--- src/ebws_pkg.sv ---
// package for the external bus wait-state status outputs
// assumes a single 20 MHz core clock and an active-low async reset
//
// Function
// with two or more wait states the done pin drops at the first one.
// the done pin returns high at the start of the last wait state.
// done looped to ready stretches the access by one external wait.
// while the float control is low the done pin is not driven.
// the fetch flag is low during a fetch address and high otherwise.
// while the float control is low the fetch flag is not driven.
// the machine clock toggles once per cycle, rising edge to rising edge.
// while the float control is low the machine clock is not driven.
// ready seen low makes the access wait a cycle and look again.
// ready counts only with two or more wait states, after they end.
// outside a wait sequence or below two wait states done stays high.
package ebws_pkg;
   // =====================================================
   // constants
   localparam int EBWS_WS_W = 3;
   localparam logic [2:0] EBWS_MIN_WS_READY = 3'h2;
   localparam logic [2:0] EBWS_WS_ZERO = 3'h0;

   // =====================================================
   // types
   typedef enum logic [1:0] {
      EBWS_IDLE = 2'b00,
      EBWS_SWWAIT = 2'b01,
      EBWS_RDYWAIT = 2'b10
   } ebws_state_t;

   typedef struct packed {
      logic out;
      logic oe;
   } ebws_pin_t;
endpackage

--- src/ebws_status.sv ---
// wait-state status pin driver of the parallel memory interface
// assumes access requests and fetch flag come from logic on CLOCK;
// READY and NOFF are pins and are synchronised here
`timescale 1ns/1ps
`default_nettype none
module ebws_status (
   input wire logic CLOCK,
   input wire logic NRST,
   input wire logic ACCESS_START,
   input wire logic [ebws_pkg::EBWS_WS_W-1:0] WAIT_STATES,
   input wire logic FETCH_CYCLE,
   input wire logic READY,
   input wire logic NOFF,
   output logic ACCESS_DONE,
   output ebws_pkg::ebws_pin_t WAIT_STATE_DONE_OUT,
   output ebws_pkg::ebws_pin_t INSTR_FETCH_FLAG,
   output ebws_pkg::ebws_pin_t MACHINE_CLOCK_OUT
);
   import ebws_pkg::*;

   // =====================================================
   // pin synchronisers
   // both pins are asynchronous to CLOCK; only the second flop is read
   wire logic ready_sync;
   wire logic drive_en;

   // ready idles low through reset so no access ends on a stale high;
   // the synchroniser adds two cycles before ready can end an access
   ebws_sync #(
      .RESET_VAL(1'b0)
   ) ready_sync_i (
      .clk(CLOCK),
      .nrst(NRST),
      .pin(READY),
      .sync(ready_sync)
   );

   // outputs stay floated until the float control has been seen high
   ebws_sync #(
      .RESET_VAL(1'b0)
   ) float_sync_i (
      .clk(CLOCK),
      .nrst(NRST),
      .pin(NOFF),
      .sync(drive_en)
   );

   // =====================================================
   // access sequencer state
   // no access can be queued: a start outside idle is dropped
   ebws_state_t state_reg;
   ebws_state_t state_next;
   logic [EBWS_WS_W-1:0] cnt_reg;
   logic [EBWS_WS_W-1:0] cnt_next;
   logic chk_rdy_reg;
   logic chk_rdy_next;
   logic done_reg;
   logic done_next;
   logic mclk_reg;
   logic mclk_next;
   logic fetch_reg;
   logic fetch_next;
   logic access_done;

   // =====================================================
   // decoding
   // the wait count is only valid with the start strobe, so the ready
   // decision is taken once and held for the rest of the access
   wire logic zero_ws = (WAIT_STATES == EBWS_WS_ZERO);
   wire logic ready_checked = (WAIT_STATES >= EBWS_MIN_WS_READY);
   wire logic last_ws = (cnt_reg == EBWS_WS_W'(1));
   // a count of two or less means the next wait state is the last one
   wire logic next_last = (cnt_reg <= EBWS_MIN_WS_READY);
   wire logic [EBWS_WS_W-1:0] cnt_dec = cnt_reg - EBWS_WS_W'(1);

   // =====================================================
   // next state
   always_comb begin
      state_next = state_reg;
      cnt_next = cnt_reg;
      chk_rdy_next = chk_rdy_reg;
      done_next = 1'b1;
      access_done = 1'b0;
      case (state_reg)
         EBWS_IDLE: begin
            if (ACCESS_START) begin
               if (zero_ws) begin
                  access_done = 1'b1;
               end else begin
                  state_next = EBWS_SWWAIT;
                  cnt_next = WAIT_STATES;
                  chk_rdy_next = ready_checked;
                  done_next = !ready_checked;
               end
            end
         end
         EBWS_SWWAIT: begin
            // low through all but the last software wait state
            done_next = !chk_rdy_reg || next_last;
            if (last_ws) begin
               cnt_next = EBWS_WS_ZERO;
               if (chk_rdy_reg) begin
                  state_next = EBWS_RDYWAIT;
               end else begin
                  state_next = EBWS_IDLE;
                  access_done = 1'b1;
               end
            end else begin
               cnt_next = cnt_dec;
            end
         end
         EBWS_RDYWAIT: begin
            // done pin looped to ready is seen low here one cycle, forcing
            // a single extra external wait state before completion
            if (ready_sync) begin
               state_next = EBWS_IDLE;
               access_done = 1'b1;
            end
         end
         default: begin
            state_next = EBWS_IDLE;
            cnt_next = EBWS_WS_ZERO;
            chk_rdy_next = 1'b0;
         end
      endcase
   end

   // free-running pins: the clock pin halves CLOCK, the flag is an inverted
   // one-cycle delay so it lines up with the registered address bus
   assign mclk_next = !mclk_reg;
   assign fetch_next = !FETCH_CYCLE;

   // =====================================================
   // registers
   // all resets are constants; the fetch flag and done pin idle high
   always_ff @(posedge CLOCK or negedge NRST) begin
      if (!NRST) begin
         state_reg <= EBWS_IDLE;
      end else begin
         state_reg <= state_next;
      end
   end

   always_ff @(posedge CLOCK or negedge NRST) begin
      if (!NRST) begin
         cnt_reg <= EBWS_WS_ZERO;
      end else begin
         cnt_reg <= cnt_next;
      end
   end

   always_ff @(posedge CLOCK or negedge NRST) begin
      if (!NRST) begin
         chk_rdy_reg <= 1'b0;
      end else begin
         chk_rdy_reg <= chk_rdy_next;
      end
   end

   always_ff @(posedge CLOCK or negedge NRST) begin
      if (!NRST) begin
         done_reg <= 1'b1;
      end else begin
         done_reg <= done_next;
      end
   end

   always_ff @(posedge CLOCK or negedge NRST) begin
      if (!NRST) begin
         mclk_reg <= 1'b0;
      end else begin
         mclk_reg <= mclk_next;
      end
   end

   always_ff @(posedge CLOCK or negedge NRST) begin
      if (!NRST) begin
         fetch_reg <= 1'b1;
      end else begin
         fetch_reg <= fetch_next;
      end
   end

   // =====================================================
   // pin drivers; float control overrides every enable
   // the pads and any pull-ups on these lines sit outside this block
   assign ACCESS_DONE = access_done;
   assign WAIT_STATE_DONE_OUT = '{out: done_reg, oe: drive_en};
   assign INSTR_FETCH_FLAG = '{out: fetch_reg, oe: drive_en};
   assign MACHINE_CLOCK_OUT = '{out: mclk_reg, oe: drive_en};
endmodule

// =====================================================
// two-flop synchroniser for one asynchronous pin
// only the second flop is read; the first may go metastable
module ebws_sync #(
   parameter logic RESET_VAL = 1'b0
) (
   input wire logic clk,
   input wire logic nrst,
   input wire logic pin,
   output logic sync
);
   logic meta_reg;
   logic sync_reg;

   always_ff @(posedge clk or negedge nrst) begin
      if (!nrst) begin
         meta_reg <= RESET_VAL;
      end else begin
         meta_reg <= pin;
      end
   end

   always_ff @(posedge clk or negedge nrst) begin
      if (!nrst) begin
         sync_reg <= RESET_VAL;
      end else begin
         sync_reg <= meta_reg;
      end
   end

   assign sync = sync_reg;
endmodule
`default_nettype wire

--- config.mk ---
export PLATFORM = sky130hd
export DESIGN_NAME = ebws_status
export DESIGN_NICKNAME = d
export VERILOG_FILES = /design/src/ebws_pkg.sv /design/src/ebws_status.sv
export SDC_FILE = /design/constraint.sdc
export NUM_CORES = 1
export LEC_CHECK = 0
export BUFFER_PORTS_ARGS = -buffer_cell sky130_fd_sc_hd__buf_2
export CORE_MARGIN = 2
export CORE_UTILIZATION = 37
export DETAILED_ROUTE_END_ITERATION = 16
export SETUP_SLACK_MARGIN = 0.2
export SLEW_MARGIN = 10
export SYNTH_ARGS = -nofsm -noshare
export SYNTH_HDL_FRONTEND = slang
export SYNTH_HIERARCHICAL = 1
export SYNTH_SLANG_ARGS = --single-unit
--- constraint.sdc ---
create_clock -name CLOCK -period 2.12 [get_ports CLOCK]
set_input_delay 0.424 -clock CLOCK [delete_from_list [all_inputs] [get_ports CLOCK]]
set_output_delay 0.424 -clock CLOCK [all_outputs]
set_load 0.05 [all_outputs]
Word level (Yosys, flattened, before mapping)
Index checks and enable logic that the tools add are counted.

storage, ports and cells
  register bits after elaboration = 13
  bits of input ports = 9
  output and inout port bits = 7
  logic and storage cells = 55

operators by class
  $add $sub $neg = 1
  $lt $le $gt $ge = 2
  equality and inequality tests = 7
  multiplexer cells = 22
  bitwise operators = 2
  reduce and logical (&&, ||, !) cells = 11

operators with widths
  kind                                                            count
  2-to-1 mux 2 bit                                                5
  2-to-1 mux 1 bit                                                9
  2-to-1 mux 3 bit                                                3
  case mux 3 bit (3 select lines)                                 1
  != test 2 bit, second input constant                            3
  case mux 2 bit (3 select lines)                                 1
  AND reduction 3 bit                                             2
  zero test 1 bit                                                 4
  case mux 1 bit (2 select lines)                                 2
  AND reduction 4 bit                                             1
  equality test 3 x 1 -> 1 bit, second input constant             1
  >= comparator 3 x 2 -> 1 bit, second input constant             1
  less-or-equal comparator 3 x 2 -> 1 bit, second input constant  1
  zero test 3 bit                                                 1
  case mux 1 bit (3 select lines)                                 1
  subtractor 3 x 1 -> 3 bit, second input constant                1
  equality test 2 x 1 -> 1 bit, second input constant             1
  equality test 2 bit, second input constant                      1
  zero test 2 bit                                                 1
  != test 2 x 1 -> 1 bit, second input constant                   1
  NOT 1 bit                                                       2
  OR reduction 2 bit                                              1
  logical OR 1 bit                                                1

Longest topological paths before layout
Gate-level depths: netlist of the first run.

  word-level depth = 5
  gate-level depth with buffers = 6
  gate-level depth less buffers = 5

Modules after synthesis
The synthesis of the first run kept the hierarchy.

by module, submodules not included
  module       instances  cells each  area an instance (sq um)  seq. area each (sq um)
  ebws_status  1          63          669.4                     227.7
  ebws_sync    2          2           50.0                      50.0

Worst setup path before layout of the first run
OpenSTA, ideal clock, no wires.

  kind = register to output
  start = register state_reg[0]
  end = output port ACCESS_DONE
  data arrival time = 1.828 ns
  required time = 1.696 ns
  slack = -0.132 ns
  cell stages (with the launch flop) = 7
  buffers on the path = 1
  cell sequence = dfrtp_1 inv_1 ha_1 buf_6 nor4b_4 a221oi_1 nor2_1

on the way
  word-level cells in the longest chain between the ends = 2
  elaborated cells on any way between the ends = 4
  classes of those cells = eq/ne (2); mux (1); reduce/logical (1)

RTL lines
  what                                         RTL line            RTL
  start, declared                              ebws_status.sv:51   ebws_state_t state_reg;
  start signal, assigned                       ebws_status.sv:140  state_reg <= state_next;
  equality test 2 bit (tied with other cells)  ebws_status.sv:84   case (state_reg)
  case mux 1 bit (3 select lines) (*)          ebws_status.sv:84
  end, declared                                ebws_status.sv:14   output logic ACCESS_DONE,

Mark *: on every way between the ends. The rest lies on a longest branch, timed or not.

Final worst setup path of the first run
Same ends and word-level chain as after synthesis.

==> impl_metrics.json, run 1 <==
{
  "status": "finished, final reports clean",
  "worst_pin_slew_ns": 0.4461,
  "hold_viol": 0,
  "ctsHoldBuffers": 0,
  "clock_latency_ns": 0.27,
  "hp-class": "input pin to asynchronous set/reset pin",
  "grt_max_degree": 14,
  "postPlaceCellArea_um2": 839.6,
  "netSwitchingPower_mw": 0.5485,
  "synth_area_leaders": "dfrtp_1 36%, ha_1 11%, dfstp_2 6.8%",
  "rsz0062_at_grt": "true",
  "dp_hpwl_um": 1010,
  "synth_top_area_share_pct": 35.77,
  "drt-wirelength-per-cell_um": 12.24,
  "synth.distinct_cells": 28,
  "grt_overflow": 0,
  "crit_family": "flip-flops",
  "die_h_um": 49.61,
  "cp-startpoint": "state_reg[0]$_DFFE_PN0P_",
  "ioPinCount": 16,
  "peakVddDrop_mv": 0.5691,
  "fmax_ghz": 0.5081,
  "grt_use_total_pct": 13.29,
  "drc": 0,
  "crit_arrival_ns": 1.54,
  "r2r_setup_slack_ns": 0.48,
  "drive_gt1_share_pct": 50.59,
  "drt_wl_total_um": 1371,
  "htreeDepth": 1,
  "cp.buffers_inverters": 2,
  "cp_max_fo": 3,
  "worstPathRequired_ns": 1.70,
  "layout.nets": 102,
  "rr_worst_depth": 6,
  "final-max-slew-violation-count": 0,
  "core-area_mm2": 0.001962,
  "antenna_found_initial": 0,
  "p_comb_share_pct": 60.0,
  "r2r-start": "state_reg[1]$_DFFE_PN0P_",
  "ant_nets": 0,
  "synth_area_um2": 769.5,
  "grt_pass1_vias": 593,
  "cts_buffers": 3,
  "largest_reg_flops": 3,
  "fill_cells": 196,
  "tns_ns": 0,
  "cts_tree": "yes",
  "path_cells": "inv_2 > ha_4 > nor4b_4 > a221oi_2 > nor2_4 > buf_6",
  "design.die.area_mm2": 0.002461,
  "power.share.sequential_pct": 29.4,
  "area_growth_syn_to_layout_pct": 24.88,
  "port_buffers": 15,
  "start_util_pct": 39.22,
  "timing.rr.end": "cnt_reg[2]$_DFFE_PN0P_",
  "diodes": 0,
  "power_density_mw_per_mm2": 1420,
  "yosys.area.top_type": "dfrtp_1",
  "fin_area_um2": 960.9,
  "clock-sinks": 13,
  "syn_inst": 67,
  "clk_pin_slew_worst_paths_ns": 0.07,
  "crit_path_end_kind": "output port",
  "synth_warnings": 6,
  "worstSetupStartpointType": "flip-flop",
  "vias": 562,
  "grt_pass1_wl_um": 2477,
  "routed_via_density": 5.018,
  "period_needed_ns": 1.968,
  "slew_headroom_pct": 69.87,
  "ys_seq_area_share_pct": 42.60,
  "critPathMaxStageDelay_ns": 0.40,
  "cap_viol_max_count": 0,
  "cellInternalPower_mw": 0.8159,
  "ys_ff_latch": 13,
  "clockRootBuffer": "clkbuf_4",
  "worstSetupPathType": "flip-flop to output port",
  "cp_slowest_cell": "dfrtp_1",
  "gp_congestion": 0.7972,
  "fin_skew_ns": 0.002514,
  "setup_violations": 0,
  "clock_path_buffers": 2,
  "power_frac_clock_pct": 10.6,
  "fin_crit_sh_pct": 92.83,
  "row_count": 16,
  "leakage_nw": 0.4413,
  "first_iter_violations": 8,
  "die_w_um": 49.61,
  "switching_share_pct": 40.20,
  "synth_area_per_cell_um2": 11.48,
  "synth_nets": 83,
  "dr.pass1.iters": 4
}
-- layer usage --
layer | part of all wire [%] | vias to the layer above | track usage [%]
met3 | 5.3 | 4 | 1.818
met1 | 44 | 276 | 15.61
met4 | 2.3 | 0 | 9.722
met2 | 49 | 15 | 22.00
met5 | 0 | - | 0
li1 | - | 267 | -
-- placed cells by master, fill, tap and decap left out --
cell type and count:
ha_4 2, o21a_1 2, a32o_1 1, buf_4 7, a22o_1 1, inv_1 4, nand2_1 3, o41ai_1 2
buf_6 1, mux2_1 2, nor4bb_4 1, nor2_1 1, a221oi_2 1, clkbuf_4 3, nand2b_4 1, nor3_2 1
buf_2 14, o21ai_0 3, nor2_4 1, mux2i_1 1, nor2b_1 3, inv_2 3, ha_2 2, dfrtp_1 11
and4bb_2 1, nor2b_2 1, nor4b_4 1, a211o_1 1, clkbuf_1 1, o2bb2ai_1 1, a2111oi_2 1, ha_1 3
a21oi_1 2, dfstp_2 2
-- worst max-delay path by stage --
| stage | to | slack [ns] | depth (start not counted) |
|---|---|---|---|
| 2_1_floorplan | ACCESS_DONE | 0.20 | 6 |
| 3_3_place_gp | ACCESS_DONE | 0.11 | 6 |
| 3_5_place_dp | ACCESS_DONE | 0.12 | 6 |
| 4_1_cts | ACCESS_DONE | 0.16 | 6 |
| 5_1_grt | ACCESS_DONE | 0.06 | 6 |
| 6_report | ACCESS_DONE | 0.15 | 6 |
-- area by class of cell --
cell class                 instances  area, um2  area share (%)
sequential                        13      327.8           34.11
tap                               27      33.78           3.516
clock buffer                       4      26.28           2.734
multi-input combinational         39      412.9           42.97
inverter                           7      26.28           2.734
timing repair buffer              22      133.9           13.93
-- cells by family after synthesis --
logic type | after synthesis | share of synthesized area, %
AOI/OAI and AO/OA | 15 | 15.28
adders and majority gates | 7 | 11.38
buffers and inverters | 15 | 11.38
DFF | 13 | 42.60
muxes | 3 | 4.227
and+or+nand+nor | 14 | 15.12
-- metrics by stage --
| step | hold slack (ns) | total power, mW | instances | util, % | setup slack [ns] |
|---|---|---|---|---|---|
| after floorplan | 0.1284 | 0.9453 | 67 | - | 0.2025 |
| after global placement | 0.3165 | 1.066 | 103 | 42.79 | 0.1129 |
| after detailed placement | 0.3228 | 1.066 | 103 | 42.79 | 0.1201 |
| after CTS | 0.02059 | 1.362 | 111 | 48.60 | 0.1563 |
| after global routing | 0.02752 | 1.491 | 112 | 48.98 | 0.06113 |
| final | 0.02091 | 1.364 | 112 | 48.98 | 0.1520 |
-- power by group through the flow --
stage	registers [mW]	logic, mW	clock network, mW
CTS	0.398	0.808	0.156
global route	0.411	0.910	0.170
floorplan	0.376	0.569	0
finish	0.401	0.818	0.145
global placement	0.388	0.678	0
detailed placement	0.390	0.676	0
-- cell usage after synthesis --
cell       number
dfrtp_1        11
ha_1            7
inv_1           7
buf_4           6
nand2_1         3
nor2b_1         3
o21ai_0         3
a21oi_1         2
dfstp_2         2
mux2_1          2
nor2_1          2
o21a_1          2
o41ai_1         2
a2111oi_2       1
a211o_1         1
a221oi_1        1
a22o_1          1
a32o_1          1
and4bb_2        1
buf_6           1
clkbuf_2        1
mux2i_1         1
nand2b_4        1
nor2b_2         1
nor3_2          1
nor4b_4         1
nor4bb_1        1
o2bb2ai_1       1
-- timing repair --
action | 4_1_cts | 5_1_grt
gates resized for setup | 14 | 0
setup endpoints to repair | 1 | 1
pin swaps | 1 | 1
setup buffers | 4 | 1
(Power assumes the default switching activity.)
==> run 2, diff against run 1 <==
==> constraint.sdc (replaced) <==
create_clock -name CLOCK -period 2.3 [get_ports CLOCK]
set_input_delay 0.46 -clock CLOCK [delete_from_list [all_inputs] [get_ports CLOCK]]
set_output_delay 0.46 -clock CLOCK [all_outputs]
set_load 0.05 [all_outputs]
==> impl_metrics.json, run 2 (synthesis gave the netlist of run 1 again) <==
{
  "worstPathRequired_ns": 1.84,
  "multi_input_area_um2": 395.4,
  "power_density_mw_per_mm2": 1284,
  "worstSetupPathType": "flip-flop to output port",
  "period_needed_ns": 2.026,
  "layout_common_cells": "14 x buf_2, 11 x dfrtp_1, 6 x inv_1",
  "ctsHoldBuffers": 0,
  "slew_headroom_pct": 73.75,
  "drc": 0,
  "core-area_mm2": 0.001962,
  "antenna_found_initial": 0,
  "leakage_nw": 0.4295,
  "ff_latch_area_um2": 327.8,
  "fin_skew_ns": 0.001537,
  "cap_viol_max_count": 0,
  "rsz0062_at_grt": "false",
  "routed_via_density": 4.826,
  "cp.buffers_inverters": 2,
  "die_w_um": 49.61,
  "largest_reg_flops": 3,
  "final-max-slew-violation-count": 0,
  "dp_hpwl_um": 972.3,
  "clock_latency_ns": 0.26,
  "critPathMaxStageDelay_ns": 0.39,
  "postPlaceCellArea_um2": 834.6,
  "first_iter_violations": 11,
  "cts_tree": "yes",
  "fin_area_um2": 920.9,
  "clock-sinks": 13,
  "row_count": 16,
  "layout.nets": 99,
  "vias": 526,
  "worstSetupStartpointType": "flip-flop",
  "drt_wl_total_um": 1312,
  "drive_gt1_share_pct": 45.12,
  "crit_arrival_ns": 1.57,
  "htreeDepth": 1,
  "ant_nets": 0,
  "grt_pass1_wl_um": 2228,
  "die_h_um": 49.61,
  "start_util_pct": 39.22,
  "status": "finished, final reports clean",
  "tns_ns": 0,
  "design.die.area_mm2": 0.002461,
  "crit_path_end_kind": "output port",
  "clockRootBuffer": "clkbuf_4",
  "diodes": 0,
  "port_buffers": 15,
  "worst_pin_slew_ns": 0.3930,
  "gp_congestion": 0.7540,
  "cp_max_fo": 3,
  "hp-class": "input pin to asynchronous set/reset pin",
  "cts_buffers": 3,
  "clk_pin_slew_worst_paths_ns": 0.07,
  "crit_family": "simple AND/OR/NAND/NOR gates",
  "dr.pass1.iters": 4,
  "path_cells": "inv_2 > ha_2 > nor4bb_4 > a221oi_2 > nor2_2 > buf_6",
  "setup_violations": 0,
  "cp_slowest_cell": "dfrtp_1",
  "area_growth_syn_to_layout_pct": 19.67,
  "layout_commonest_cell": "buf_2",
  "fmax_ghz": 0.4936,
  "peakVddDrop_mv": 0.5144,
  "hold_viol": 0,
  "grt_use_total_pct": 11.77,
  "fill_cells": 203,
  "fin_crit_sh_pct": 88.09,
  "drt-wirelength-per-cell_um": 12.04,
  "grt_pass1_vias": 541,
  "grt_overflow": 0,
  "grt_max_degree": 14,
  "clock_path_buffers": 2,
  "ioPinCount": 16
}
[run 2: routing by layer]
metal / share of wire, % / track usage, % / vias up
met5: 0 / 0 / -
met4: 0 / 5.556 / 0
met3: 4.3 / 1.515 / 0
met2: 50 / 19.11 / 15
met1: 46 / 15.47 / 251
li1: - / - / 260
[run 2: path summary, 6_finish.rpt]
path	startpoint	end	slack (ns)	cells after the start
max reg2reg	state_reg[1]$_DFFE_PN0P_	state_reg[1]$_DFFE_PN0P_	0.56	5
min in group CLOCK	FETCH_CYCLE	fetch_reg$_DFF_PN1_	0.30	2
min reg2reg	ready_sync_i/meta_reg$_DFF_PN0_	ready_sync_i/sync$_DFF_PN0_	0.35	0
max in group asynchronous	NRST	done_reg$_DFF_PN1_	1.97	1
min	NRST	cnt_reg[1]$_DFFE_PN0P_	0.07	1
max	state_reg[1]$_DFFE_PN0P_	ACCESS_DONE	0.27	6
[run 2: repair_timing]
action,4_1_cts,5_1_grt
setup endpoints to repair,1,1
pin swaps,0,2
gates resized for setup,6,4
buffers inserted,1,1
[run 2: metrics by stage]
stage / power (mW) / std cells / utilization (%) / worst slack (ns) / hold WS [ns]
2_1_floorplan: 0.8643 / 67 / - / 0.2247 / 0.1644
3_3_place_gp: 0.9745 / 103 / 42.54 / 0.3255 / 0.3341
3_5_place_dp: 0.9754 / 103 / 42.54 / 0.3236 / 0.3364
4_1_cts: 1.166 / 108 / 45.98 / 0.2045 / 0.06621
5_1_grt: 1.282 / 109 / 46.94 / 0.1877 / 0.06924
6_report: 1.183 / 109 / 46.94 / 0.2740 / 0.06662
[run 2: worst reg2reg max path: cells and delay by family, from the launching register on]
family / cells / cell delay (ns)
fa+ha+maj: 1 / 0.25
simple gates: 1 / 0.18
flops: 1 / 0.39
compound gates: 1 / 0.43
mux: 1 / 0.26
buf+inv: 1 / 0.14
[run 2: where the power goes]
group	total [mW]	internal [mW]	switching [mW]
Combinational	0.687	0.336	0.351
Sequential	0.369	0.302	0.0670
Clock	0.127	0.0669	0.0598
Total	1.18	0.705	0.477
[run 2: layout make-up]
class,instances,area share (%)
repair buffers,19,12.09
flip-flops and latches,13,35.60
multi-input cells,39,42.93
inverters,7,2.853
clock buffers,4,2.853
well taps,27,3.668
